--- src/hdl/cmd_pkg.sv ---
/*
 * constants, strings and helpers for the text command interpreter.
 * assumes 8-bit ascii bytes on a 250 MHz system clock.
 */
package cmd_pkg;
	localparam int STR_W = 160;
	localparam logic [7:0] CH_CR = 8'h0d;
	localparam logic [7:0] CH_LF = 8'h0a;
	localparam logic [7:0] CH_SP = 8'h20;
	localparam logic [7:0] CH_0 = 8'h30;
	localparam logic [7:0] CH_1 = 8'h31;
	localparam logic [7:0] CH_4 = 8'h34;
	localparam logic [7:0] CH_I = 8'h49;
	localparam logic [7:0] CH_O = 8'h4f;
	localparam logic [STR_W-1:0] COMMAND_PREFIX = "CMD+T";
	localparam logic [3:0] COMMAND_PREFIX_LEN = 4'h5;
	// reads RSP-T, first character in the low byte
	localparam logic [63:0] REPLY_PREFIX_RST = 64'h0000_0054_2d50_5352;
	localparam logic [3:0] REPLY_PREFIX_LEN_RST = 4'h5;
	localparam logic [3:0] ARG_MAX = 4'h8;
	localparam int NUM_PINS = 4;
	localparam int FIFO_DEPTH = 16;
	localparam logic [STR_W-1:0] ESC_SEQ = "^#^$^%";
	localparam logic [2:0] ESC_LEN = 3'h6;
	localparam int NUM_KW = 7;
	localparam int KW_DIR = 0;
	localparam int KW_WRITE = 1;
	localparam int KW_READ = 2;
	localparam int KW_CONNECT = 3;
	localparam int KW_TEARDOWN = 4;
	localparam int KW_BYPASS = 5;
	localparam int KW_CONFIG = 6;

	typedef enum logic [2:0] {
		BODY_OK, BODY_ERR, BODY_LOW, BODY_HIGH, BODY_UP, BODY_CLOSED, BODY_BYPASS, BODY_CMD
	} body_t;

	function automatic logic [7:0] chr(input logic [STR_W-1:0] s, input logic [4:0] len, input logic [4:0] i);
		logic [4:0] k;
		k = 5'(len - 5'h1 - i);
		return s[8*k +: 8];
	endfunction

	function automatic logic [STR_W-1:0] kw_str(input int k);
		case (k)
			KW_DIR: return "PinDir";
			KW_WRITE: return "PinWrite";
			KW_READ: return "PinRead";
			KW_CONNECT: return "SPPConnect";
			KW_TEARDOWN: return "SPPDisconnect";
			KW_BYPASS: return "Bypass";
			default: return "config";
		endcase
	endfunction

	function automatic logic [4:0] kw_len(input int k);
		case (k)
			KW_DIR: return 5'd6;
			KW_WRITE: return 5'd8;
			KW_READ: return 5'd7;
			KW_CONNECT: return 5'd10;
			KW_TEARDOWN: return 5'd13;
			KW_BYPASS: return 5'd6;
			default: return 5'd6;
		endcase
	endfunction

	function automatic logic [STR_W-1:0] body_str(input body_t b);
		case (b)
			BODY_OK: return "OK";
			BODY_ERR: return "ERROR";
			BODY_LOW: return "0";
			BODY_HIGH: return "1";
			BODY_UP: return "ConnectionUp";
			BODY_CLOSED: return "SPPConnectionClosed";
			BODY_BYPASS: return "-BypassMode-";
			default: return "-CommandMode-";
		endcase
	endfunction

	function automatic logic [4:0] body_len(input body_t b);
		case (b)
			BODY_OK: return 5'd2;
			BODY_ERR: return 5'd5;
			BODY_LOW: return 5'd1;
			BODY_HIGH: return 5'd1;
			BODY_UP: return 5'd12;
			BODY_CLOSED: return 5'd19;
			BODY_BYPASS: return 5'd12;
			default: return 5'd13;
		endcase
	endfunction
endpackage

--- src/hdl/byte_stream_if.sv ---
/*
 * valid/ready stream between the receive fifo and the interpreter.
 * assumes both ends share one clock.
 */
interface byte_stream_if #(parameter int WIDTH = 8);
	logic [WIDTH-1:0] in_data;
	logic in_valid;
	logic in_ready;
	logic [WIDTH-1:0] out_data;
	logic out_valid;
	logic out_ready;
	modport fifo (input in_data, input in_valid, output in_ready, output out_data, output out_valid, input out_ready);
	modport user (output in_data, output in_valid, input in_ready, input out_data, input out_valid, output out_ready);
endinterface

--- src/hdl/rx_fifo.sv ---
/*
 * small synchronous fifo with registered full flag.
 * assumes a single clock; depth is a power of two.
 */
module rx_fifo #(
	parameter int WIDTH = 8,
	parameter int DEPTH = 16
) (
	input wire logic clk_i,
	input wire logic reset_i,
	byte_stream_if.fifo s
);
	localparam int AW = $clog2(DEPTH);
	logic [WIDTH-1:0] mem_ff [DEPTH];
	logic [AW-1:0] wr_ff;
	logic [AW-1:0] rd_ff;
	logic [AW:0] count_ff;
	logic not_full_ff;
	wire push = s.in_valid && not_full_ff;
	wire pop = s.out_valid && s.out_ready;
	wire [AW:0] nxt_count = count_ff + (AW+1)'(push) - (AW+1)'(pop);

	assign s.in_ready = not_full_ff;
	assign s.out_valid = (count_ff != '0);
	assign s.out_data = mem_ff[rd_ff];

	always_ff @(posedge clk_i) begin
		if (push) begin
			mem_ff[wr_ff] <= s.in_data;
		end
	end

	// full flag is a flop so the ready pin never sees a combinational path
	always_ff @(posedge clk_i or posedge reset_i) begin
		if (reset_i) begin
			wr_ff <= '0;
			rd_ff <= '0;
			count_ff <= '0;
			not_full_ff <= 1'b1;
		end else begin
			wr_ff <= wr_ff + AW'(push);
			rd_ff <= rd_ff + AW'(pop);
			count_ff <= nxt_count;
			not_full_ff <= (nxt_count != (AW+1)'(DEPTH));
		end
	end
endmodule

--- src/hdl/text_command_gpio_interpreter.sv ---
/*
 * line based text command interpreter with four led pins and one link.
 * assumes a serial byte receiver and transmitter outside, on clk_i.
 */
module text_command_gpio_interpreter (
	input wire logic clk_i,
	input wire logic reset_i,
	input wire logic [7:0] rx_data_i,
	input wire logic rx_valid_i,
	output logic rx_ready_o,
	output logic [7:0] tx_data_o,
	output logic tx_valid_o,
	input wire logic tx_ready_i,
	output logic [7:0] link_data_o,
	output logic link_valid_o,
	output logic link_active_o,
	output logic bypass_o,
	input wire logic [cmd_pkg::NUM_PINS-1:0] gpio_i,
	output logic [cmd_pkg::NUM_PINS-1:0] gpio_o,
	output logic [cmd_pkg::NUM_PINS-1:0] gpio_oe_n_o
);
	import cmd_pkg::*;

	typedef enum logic [2:0] {PS_LEAD, PS_PFX, PS_KW, PS_ARG, PS_SKIP, PS_EXEC, PS_REPLY} state_t;

	byte_stream_if #(.WIDTH(8)) rx_s ();
	rx_fifo #(.WIDTH(8), .DEPTH(FIFO_DEPTH)) u_fifo (.clk_i(clk_i), .reset_i(reset_i), .s(rx_s.fifo));
	assign rx_s.in_data = rx_data_i;
	assign rx_s.in_valid = rx_valid_i;
	assign rx_ready_o = rx_s.in_ready;

	state_t state_ff;
	logic [4:0] pos_ff;
	logic [NUM_KW-1:0] alive_ff;
	logic [NUM_KW-1:0] hit_ff;
	logic [7:0][7:0] arg_ff;
	logic [3:0] arg_len_ff;
	logic bad_ff;
	logic [7:0][7:0] rp_ff;
	logic [3:0] rp_len_ff;
	body_t body_ff;
	logic [5:0] ridx_ff;
	logic [2:0] esc_ff;
	logic [NUM_PINS-1:0] sync1_ff;
	logic [NUM_PINS-1:0] sync2_ff;
	logic [NUM_PINS-1:0] cfg_ff;

	// bytes are held back while a reply drains, so the fifo takes the slack
	wire busy = (state_ff == PS_EXEC) || (state_ff == PS_REPLY);
	assign rx_s.out_ready = !busy;
	wire take = rx_s.out_valid && !busy;
	wire [7:0] c = rx_s.out_data;
	wire is_cr = (c == CH_CR);
	wire is_sp = (c == CH_SP);
	// leading spaces and old lines leave pos_ff anywhere, so lead compares char 0
	wire [4:0] pfx_pos = (state_ff == PS_LEAD) ? 5'h0 : pos_ff;
	wire pfx_match = (c == chr(COMMAND_PREFIX, 5'(COMMAND_PREFIX_LEN), pfx_pos));

	logic [NUM_KW-1:0] kw_step;
	logic [NUM_KW-1:0] kw_done;
	always_comb begin
		for (int k = 0; k < NUM_KW; k++) begin
			kw_step[k] = alive_ff[k] && (pos_ff < kw_len(k)) && (c == chr(kw_str(k), kw_len(k), pos_ff));
			kw_done[k] = alive_ff[k] && (pos_ff == kw_len(k));
		end
	end

	// command decode
	wire [7:0] pin_ch = arg_ff[0];
	wire pin_ok = (pin_ch >= CH_1) && (pin_ch <= CH_4);
	wire [1:0] pin = 2'(pin_ch - CH_1);
	wire two_args = (arg_len_ff == 4'h3) && (arg_ff[1] == CH_SP);
	wire [7:0] arg2 = arg_ff[2];
	wire dir_ok = pin_ok && two_args && ((arg2 == CH_I) || (arg2 == CH_O));
	wire wr_ok = pin_ok && two_args && cfg_ff[pin] && !gpio_oe_n_o[pin] && ((arg2 == CH_0) || (arg2 == CH_1));
	wire rd_ok = pin_ok && (arg_len_ff == 4'h1) && cfg_ff[pin];
	wire cfg_ok = (arg_len_ff != 4'h0) && !bad_ff;
	wire good = !bad_ff && (hit_ff != '0);
	wire do_dir = good && hit_ff[KW_DIR] && dir_ok;
	wire do_write = good && hit_ff[KW_WRITE] && wr_ok;
	wire do_read = good && hit_ff[KW_READ] && rd_ok;
	wire do_connect = good && hit_ff[KW_CONNECT] && !link_active_o && (arg_len_ff != 4'h0);
	wire do_teardown = good && hit_ff[KW_TEARDOWN] && link_active_o;
	wire do_bypass = good && hit_ff[KW_BYPASS] && link_active_o;
	wire do_config = good && hit_ff[KW_CONFIG] && cfg_ok;
	wire exec = (state_ff == PS_EXEC);

	body_t nxt_body;
	always_comb begin
		nxt_body = BODY_ERR;
		if (do_dir || do_write || do_config) begin
			nxt_body = BODY_OK;
		end else if (do_read) begin
			nxt_body = sync2_ff[pin] ? BODY_HIGH : BODY_LOW;
		end else if (do_connect) begin
			nxt_body = BODY_UP;
		end else if (do_teardown) begin
			nxt_body = BODY_CLOSED;
		end else if (do_bypass) begin
			nxt_body = BODY_BYPASS;
		end
	end

	// reply framing: prefix, space, body, cr, lf
	wire [5:0] p_end = 6'(rp_len_ff);
	wire [5:0] b_end = p_end + 6'h1 + 6'(body_len(body_ff));
	wire [5:0] r_last = b_end + 6'h1;
	wire [4:0] b_idx = 5'(ridx_ff - p_end - 6'h1);
	wire [7:0] r_char = (ridx_ff < p_end) ? rp_ff[ridx_ff[2:0]] :
		(ridx_ff == p_end) ? CH_SP :
		(ridx_ff < b_end) ? chr(body_str(body_ff), body_len(body_ff), b_idx) :
		(ridx_ff == b_end) ? CH_CR : CH_LF;
	wire tx_free = !tx_valid_o || tx_ready_i;
	wire r_load = (state_ff == PS_REPLY) && tx_free;
	wire esc_hit = bypass_o && take && (c == chr(ESC_SEQ, 5'(ESC_LEN), 5'(esc_ff)));
	wire esc_done = esc_hit && (esc_ff == 3'(ESC_LEN - 3'h1));

	state_t nxt_state;
	always_comb begin
		nxt_state = state_ff;
		if (exec) begin
			nxt_state = PS_REPLY;
		end else if (state_ff == PS_REPLY) begin
			// a started reply finishes even though the link just opened
			nxt_state = (tx_free && ridx_ff == r_last) ? PS_LEAD : PS_REPLY;
		end else if (bypass_o) begin
			nxt_state = esc_done ? PS_REPLY : PS_LEAD;
		end else if (take) begin
			unique case (state_ff)
				PS_LEAD: nxt_state = is_cr ? PS_EXEC : is_sp ? PS_LEAD : pfx_match ? PS_PFX : PS_SKIP;
				PS_PFX: nxt_state = is_cr ? PS_EXEC :
					(pos_ff == 5'(COMMAND_PREFIX_LEN)) ? (is_sp ? PS_KW : PS_SKIP) : pfx_match ? PS_PFX : PS_SKIP;
				PS_KW: nxt_state = is_cr ? PS_EXEC : is_sp ? PS_ARG : PS_KW;
				PS_ARG: nxt_state = is_cr ? PS_EXEC : PS_ARG;
				PS_SKIP: nxt_state = is_cr ? PS_EXEC : PS_SKIP;
				default: nxt_state = PS_LEAD;
			endcase
		end
	end

	wire nxt_bad = (state_ff == PS_LEAD) ? is_cr :
		(state_ff == PS_ARG) ? (bad_ff || (!is_cr && arg_len_ff == ARG_MAX)) :
		(state_ff == PS_KW) ? bad_ff : (nxt_state != PS_KW);

	always_ff @(posedge clk_i or posedge reset_i) begin
		if (reset_i) begin
			state_ff <= PS_LEAD;
			pos_ff <= '0;
			alive_ff <= '0;
			hit_ff <= '0;
			arg_ff <= '0;
			arg_len_ff <= '0;
			bad_ff <= 1'b0;
		end else begin
			state_ff <= nxt_state;
			if (take && !bypass_o && !busy) begin
				bad_ff <= nxt_bad;
				pos_ff <= (state_ff == PS_PFX && pos_ff == 5'(COMMAND_PREFIX_LEN)) ? 5'h0 :
					(state_ff == PS_LEAD) ? 5'h1 : pos_ff + 5'(pos_ff != 5'h1f);
				alive_ff <= (state_ff == PS_KW) ? kw_step : '1;
				if (state_ff == PS_LEAD) begin
					hit_ff <= '0;
					arg_len_ff <= '0;
				end
				if (state_ff == PS_KW && (is_sp || is_cr)) begin
					hit_ff <= kw_done;
				end
				if (state_ff == PS_ARG && !is_cr && arg_len_ff != ARG_MAX) begin
					arg_ff[arg_len_ff[2:0]] <= c;
					arg_len_ff <= arg_len_ff + 4'h1;
				end
			end
		end
	end

	always_ff @(posedge clk_i or posedge reset_i) begin
		if (reset_i) begin
			rp_ff <= REPLY_PREFIX_RST;
			rp_len_ff <= REPLY_PREFIX_LEN_RST;
			body_ff <= BODY_OK;
			ridx_ff <= '0;
			tx_data_o <= '0;
			tx_valid_o <= 1'b0;
		end else begin
			if (exec && do_config) begin
				rp_ff <= arg_ff;
				rp_len_ff <= arg_len_ff;
			end
			if (exec) begin
				body_ff <= nxt_body;
				ridx_ff <= '0;
			end else if (esc_done) begin
				body_ff <= BODY_CMD;
				ridx_ff <= '0;
			end else if (r_load) begin
				ridx_ff <= ridx_ff + 6'h1;
			end
			if (r_load) begin
				tx_data_o <= r_char;
				tx_valid_o <= 1'b1;
			end else if (tx_ready_i) begin
				tx_valid_o <= 1'b0;
			end
		end
	end

	// link state and transparent path
	always_ff @(posedge clk_i or posedge reset_i) begin
		if (reset_i) begin
			link_active_o <= 1'b0;
			bypass_o <= 1'b0;
			link_data_o <= '0;
			link_valid_o <= 1'b0;
			esc_ff <= '0;
		end else begin
			if (exec && do_connect) begin
				link_active_o <= 1'b1;
			end else if (exec && do_teardown) begin
				link_active_o <= 1'b0;
			end
			if (exec && (do_connect || do_bypass)) begin
				bypass_o <= 1'b1;
			end else if (esc_done) begin
				bypass_o <= 1'b0;
			end
			link_valid_o <= bypass_o && take;
			if (bypass_o && take) begin
				link_data_o <= c;
			end
			if (!bypass_o || esc_done) begin
				esc_ff <= '0;
			end else if (take) begin
				esc_ff <= esc_hit ? esc_ff + 3'h1 : 3'((c == chr(ESC_SEQ, 5'(ESC_LEN), 5'h0)) ? 1 : 0);
			end
		end
	end

	// pins: oe_n low means driven; reset leaves all as undriven inputs
	always_ff @(posedge clk_i or posedge reset_i) begin
		if (reset_i) begin
			sync1_ff <= '0;
			sync2_ff <= '0;
			cfg_ff <= '0;
			gpio_o <= '0;
			gpio_oe_n_o <= '1;
		end else begin
			sync1_ff <= gpio_i;
			sync2_ff <= sync1_ff;
			if (exec && do_dir) begin
				cfg_ff[pin] <= 1'b1;
				gpio_oe_n_o[pin] <= (arg2 == CH_I);
			end
			if (exec && do_write) begin
				gpio_o[pin] <= (arg2 == CH_1);
			end
		end
	end
endmodule

--- config.mk ---
export PLATFORM = sky130hd
export DESIGN_NAME = text_command_gpio_interpreter
export DESIGN_NICKNAME = d
export VERILOG_FILES = /design/src/hdl/cmd_pkg.sv /design/src/hdl/byte_stream_if.sv /design/src/hdl/rx_fifo.sv /design/src/hdl/text_command_gpio_interpreter.sv
export SDC_FILE = /design/constraint.sdc
export NUM_CORES = 1
export LEC_CHECK = 0
export BUFFER_PORTS_ARGS = -buffer_cell sky130_fd_sc_hd__buf_4
export CORE_UTILIZATION = 45
export DETAILED_ROUTE_END_ITERATION = 10
export SKIP_CTS_REPAIR_TIMING = 1
export SYNTH_ARGS = -nofsm -noshare
export SYNTH_HDL_FRONTEND = slang
export SYNTH_SLANG_ARGS = --single-unit
--- constraint.sdc ---
create_clock -name clk_i -period 6.3 [get_ports clk_i]
set_input_delay 0.315 -clock clk_i [delete_from_list [all_inputs] [get_ports clk_i]]
set_output_delay 0.315 -clock clk_i [all_outputs]
set_load 0.03 [all_outputs]
==> results.md, run 1 <==
* Clk Latency, worst-skew pair at 0.55 ns
* Final count of pins violating max slew at 0
* Most frequent cells in the layout: dfrtp_1, mux2_2, edfxtp_1
* Pin count of the biggest net entering global routing at 160
* Detailed Routing Iterations Pass 1 at 5
* Reg-to-reg critical path startpoint: body_ff[2]
* Final HPWL DP at 32100 um
* Chip width at between 200 and 250 um
* GRT Total Usage at between 20 and 25%
* RSZ-0062 raised after global routing: false
* Vias in the first global route at between 10000 and 15000
* Nets at 1739
* Setup tns final at 0 ns
* R2r worst-path depth at 12
* CTS Sinks at 353
* CTS buffer count at 39
* Grt ovf at 0
* Antenna Cells at 0
* Seq pwr share at 28.1%
* Layout cells sized above 1 at 21.4%
* Total number of vias at 13251
* CP max stage cell: xor2_1
* Switching Share at 44.1%
* TritonCTS clock tree: built
* Synthesized area at 19000 sq um
* DRT antenna net count at 0
* Worst Tran Pin Value at ~1.2 ns
* DR vias/cell at roughly 6
* Post-synth top flop: dfrtp_1
* Total Wirelength at 48000 um
* Final setup fails at 0
* Seq/Total Area, Yosys at 50.1%
* Power Dens Cells at around 500 nW/um^2
* Startpoint types: flip-flop
* Critical path peak fanout at 22
* Remaining routing DRC violations at 0
* R2R Path End: tx_data_o[1]
* Max-cap violations at 0
* Clock Pin Slew Worst Setup and Hold Paths at 0.06 ns
* Yosys warnings at 0
* FF+latch count, synth at 353
* Pre-CTS setup slack at 1.77 ns
* Hold WS at -0.0216 ns
* Clock Skews at roughly 0.017 ns
* Final period utilization at 73.7%
* Die ar. at 43000 sq um
* Failing checks: hold timing
* Net switching power at 4620 uW
* I/O Buffers at between 40 and 50
* Buf/Inv on CP at 1
* H-tree Lvls at 2
* Path category of the worst min-delay check: in2async
* Die Height at 207 um
* Leakage at 0.00863 uW
* Fin. Hold Viols at 7
* Syn Inst Count at 1630
* Wirelength per Cell at around 22 um
* Setup WS post-layout at 1.66 ns
* Effective utilization at floorplan at a little under half
* Site row count at between 70 and 80
* Area delta synth->final at 10.9%
* Overall Power at 10500 uW
* Initial antenna violation count at 0
* CP delay by family, top: XOR/XNOR gates
* # IOs at 45
* Internal at around 5900 uW
* Minimum clock period after layout at approximately 4.6 ns
* Post-Synthesis Mean Instance Area at 11.6 sq um
* Post-synth EDFFs at between 100 and 150
* Clk buf depth at 3
* RePlAce Congestion at 0.886
* DR iter-0 viols at 1181
* Req. time, crit path at about 6.7 ns
* Syn nets at 1719
* Core Area at 41200 sq um
* Max Fclk at approximately 220 MHz
* Clock network power share at 21.1%
* First-pass GRT wire length at 75300 um
* Slew margin rel. at 17.3%
* Netlist cell types at 87
* Crit path largest cell delay at 0.97 ns
* Status: finished with violations
* Most common cell after layout, fill and taps aside: dfrtp_1
* Clock root buffer master: clkbuf_16
* Power share of the combinational group at 50.8%
* Async SR Flop Fraction at 63.7%
* Flop2flop setup slack at roughly 1.7 ns
* Cell chain of the critical path: inv_1, xnor2_1, fa_1, ha_1, xor2_1, o21ai_0, a22o_1, nand2_1, a21oi_1, a41oi_1, o211ai_1, a221o_1
* Setup Crit Path Kind: reg2reg
* Critical Path AT at 5.08 ns
* VDD IR max at 332 uV
* Crit. End Element: flip-flop
through the flow:
stage / area (sq um) / std cells / util (%)
3_3_place_gp: 19800 / 2137 / 48.0
2_1_floorplan: 19000 / 1630 / -
6_report: 21100 / 2212 / 51.1
3_5_place_dp: 19800 / 2137 / 48.0
4_1_cts: 21000 / 2208 / 51.0
5_1_grt: 21100 / 2212 / 51.1
cell usage after synthesis (23+ instances only):
master | n | share of area (%)
a21oi_1 | 68 | 1.8
clkbuf_1 | 64 | 1.3
dfrtp_1 | 202 | 27
dfstp_2 | 23 | 3.2
edfxtp_1 | 128 | 20
ha_1 | 67 | 4.4
inv_1 | 59 | 1.2
mux2_2 | 136 | 8.1
mux2i_1 | 40 | 2.1
mux4_2 | 37 | 4.4
nand2_1 | 121 | 2.4
nand2b_1 | 31 | 1.0
nand3_1 | 38 | 1.0
nor2_1 | 90 | 1.8
nor3_1 | 46 | 1.2
o21ai_0 | 110 | 2.9
xnor2_1 | 45 | 2.1
layout make-up:
type,count,area [sq um]
tap,532,666
fill,3607,20200
sequential,353,9500
inverter,63,240
clock buffer,57,1090
timing repair buffer,70,548
multi-input combinational,1123,8860
clock inverter,14,134
routing by layer:
| layer | up-vias | part of all wire [%] | GRT usage, % |
|---|---|---|---|
| met4 | 0 | 1.9 | 5.74 |
| met3 | 76 | 5.4 | 3.56 |
| met1 | 6684 | 45 | 31.1 |
| met2 | 416 | 48 | 36.5 |
| li1 | 6075 | - | - |
| met5 | - | 0 | 0 |
kinds of logic after synthesis:
group	synth area share [%]
buffers and inverters	3.48
and+or+nand+nor	11.6
xor gates and xnor gates	3.07
DFF	50.1
muxes	16.2
AOI/OAI and AO/OA	10.6
adders and majority gates	5.05
sequential cells by signal (all words and copies together), names as in the netlist, 5 cells and up:
signal / cells
arg_ff: 48
rp_ff: 64
pin_ch: 8
u_fifo.count_ff: 5
ridx_ff: 6
pos_ff: 5
arg2: 8
link_data_o: 8
alive_ff: 7
hit_ff: 7
tx_data_o: 8
u_fifo.mem_ff: 128
power by group through the flow:
stage | combinational [uW] | sequential, uW | clock (uW)
3_3_place_gp | 5170 | 2980 | 0
5_1_grt | 5790 | 2980 | 2340
2_1_floorplan | 3910 | 2860 | 0
3_5_place_dp | 5260 | 2990 | 0
4_1_cts | 5280 | 2940 | 2260
6_report | 5330 | 2950 | 2210
worst register-to-register path: stages (launching register included):
cell	delay [ns]
dfrtp_1	0.84
inv_1	0.31
xnor2_1	0.34
fa_1	0.47
ha_1	0.37
xor2_1	0.97
o21ai_0	0.21
a22o_1	0.23
nand2_1	0.06
a21oi_1	0.08
a41oi_1	0.21
o211ai_1	0.11
a221o_1	0.32
worst max path at each step:
stage / from / endpoint / depth (start not counted)
global placement: body_ff[2] / tx_data_o[1] / 12
CTS: body_ff[0] / tx_data_o[1] / 12
detailed placement: body_ff[0] / tx_data_o[1] / 12
floorplan: body_ff[0] / tx_data_o[1] / 16
finish: body_ff[2] / tx_data_o[1] / 12
global route: body_ff[0] / tx_data_o[3] / 13
No activity file was read; power rests on OpenSTA's default activity.
==> run 2: changes to the inputs <==
==> constraint.sdc (replaced) <==
create_clock -name clk_i -period 4.35 [get_ports clk_i]
set_input_delay 0.2175 -clock clk_i [delete_from_list [all_inputs] [get_ports clk_i]]
set_output_delay 0.2175 -clock clk_i [all_outputs]
set_load 0.03 [all_outputs]
==> run 2 against run 1 <==
The run now ends clean. Cell count grew 1.5%. Hold slack gained 0.037 ns. Total power grew 50%. Clock-buffer cell count shrank 2. Routed wire length grew 0.27%. Global-route usage grew 0.24 points. Sequential cell count is the same. Design area grew 2.0%. Highest routed layer unchanged. Largest cell class unchanged. Largest power group unchanged.
==> results.md, run 2 (synthesis results as in run 1) <==
* M1 WL at 21900 um
* Nets at roughly 1800
* Chip width at 207 um
* RSZ-0062 raised after global routing: false
* Max-cap violations at 0
* RePlAce Congestion at roughly 0.85
* First-pass GRT wire length at ~76000 um
* Effective utilization at floorplan at 46.1%
* I/O Buffers at 44
* Layout cells sized above 1 at 22.5%
* GRT Total Usage at 22.6%
* DR vias/cell at 5.92
* Non-Filler Instances at 2246
* Setup tns final at 0 ns
* Minimum clock period after layout at 3.83 ns
* Path category of the worst min-delay check: in2reg
* Fin util at approximately 52%
* VDD IR max at 428 uV
* Largest register FFs at 128
* Crit. End Element: flip-flop
* Placed cells at 2163
* Critical Path AT at 4.25 ns
* Most frequent cells in the layout: dfrtp_1, mux2_2, edfxtp_1
* Die Height at 207 um
* Status: finished clean
* Grt ovf at 0
* Area delta synth->final at 13.1%
* H-tree Lvls at 2
* Final period utilization at 88.0%
* Fill cells at 3541
* Wirelength per Cell at 21.4 um
* Slew margin rel. at 23.3%
* Die ar. at 43000 sq um
* DR top layer: met4
* Clk Latency, worst-skew pair at 0.55 ns
* Pin count of the biggest net entering global routing at 150
* Detailed Routing Iterations Pass 1 at 5
* Startpoint types: flip-flop
* Clock Skews at 0.0125 ns
* Top reg by flops: u_fifo.mem_ff
* Total Wirelength at just under 50000 um
* Fin. Hold Viols at 0
* Top Registers: u_fifo.mem_ff x128, rp_ff x64, arg_ff x48
* DR iter-0 viols at 1110
* Cell chain of the critical path: xnor2_1, nand2b_1, inv_1, ha_1, nor2b_1, o21ai_0, a21oi_1, nor2b_1, inv_1, ha_1, o21a_1, o21ai_0, nand2b_1, a21oi_1, buf_4, nor3_1, nor2_1, a221o_1
* Clock Pin Slew Worst Setup and Hold Paths at 0.06 ns
* Core Area at just over 40000 sq um
* # IOs at 45
* Clock root buffer master: clkbuf_16
* Initial antenna violation count at 1
* DRT antenna net count at 0
* Worst Tran Pin Value at 1.13 ns
* Remaining routing DRC violations at 0
* CTS Sinks at around 350
* Critical path peak fanout at 14
* Site row count at 74
* Max Fclk at 261 MHz
* CTS buffer count at 39
* Antenna Cells at 0
* Final HPWL DP at 32400 um
* Clk buf depth at 3
* CP max stage cell: dfrtp_2
* Most common cell after layout, fill and taps aside: dfrtp_1
* Crit path largest cell delay at approximately 0.54 ns
* Vias in the first global route at 13090
* Req. time, crit path at 4.77 ns
* Power Dens Cells at 731 nW/um^2
* TritonCTS clock tree: built
* Setup Crit Path Kind: reg2reg
* Final count of pins violating max slew at 0
* WL met2 at approximately 22000 um
* Total number of vias at 13297
* Met3 WL at 2560 um
* Final setup fails at 0
* Leakage at 0.00885 uW
## run 2: changes by cell type in the layout (fill, tap and decap cells not counted), moves of 3 or more
cell / before / now
clkinv_2: 7 / 4
bufinv_16: 2 / 6
dlygate4sd3_1: 4 / 12
buf_4: 65 / 89
## run 2: where the power goes
group / switching [uW] / internal (uW) / total [uW]
sequential: 412 / 3820 / 4230
combinational: 5000 / 2980 / 7980
clock: 1340 / 2140 / 3480
total: 6750 / 8940 / 15700
## run 2: final timing paths
kind                                        end  slack [ns]  depth (start not counted)        start
worst max register to register     tx_data_o[1]        0.52                         18   body_ff[2]
worst min register to register      sync2_ff[0]        0.35                          0  sync1_ff[0]
min in group asynchronous            ridx_ff[1]        0.18                          3      reset_i
worst max-delay path               tx_data_o[1]        0.52                         18   body_ff[2]
max in group asynchronous       u_fifo.rd_ff[1]        2.88                          4      reset_i
worst min-delay path                 tx_valid_o        0.02                          3   tx_ready_i
## run 2: per-layer routing
layer  track usage (%)  up-vias
met5                 0        -
met4              7.62        0
met3              3.30       82
met2              36.1      398
met1              31.7     6685
li1                  -     6132
## run 2: stage by stage
step / hold WS, ns / total power [uW] / setup WS (ns) / instance area, sq um
after floorplan: 0.249 / 9790 / 0.486 / 19000
after global placement: 0.183 / 12100 / 0.395 / 20000
after detailed placement: 0.185 / 12200 / 0.379 / 20000
after CTS: -0.404 / 15700 / 0.321 / 21300
after global routing: 0.00205 / 16700 / 0.116 / 21500
final: 0.0154 / 15700 / 0.521 / 21500
## run 2: critical path: cells and delay by family (launching register included)
family | cells | cell delay (ns)
AOI/OAI and AO/OA | 6 | 0.92
xor gates and xnor gates | 1 | 0.19
adders and majority gates | 2 | 0.57
buffers and inverters | 3 | 0.32
DFF | 1 | 0.54
and+or+nand+nor | 6 | 1.17
## run 2: layout make-up
class / instances / area [sq um] / share of cell area, %
Sequential cell: 353 / 9510 / 44.3
Multi-Input combinational cell: 1123 / 8860 / 41.3
Clock buffer: 55 / 1110 / 5.16
Timing Repair Buffer: 104 / 848 / 3.95
Tap cell: 532 / 666 / 3.10
Inverter: 63 / 240 / 1.12
Clock inverter: 16 / 238 / 1.11
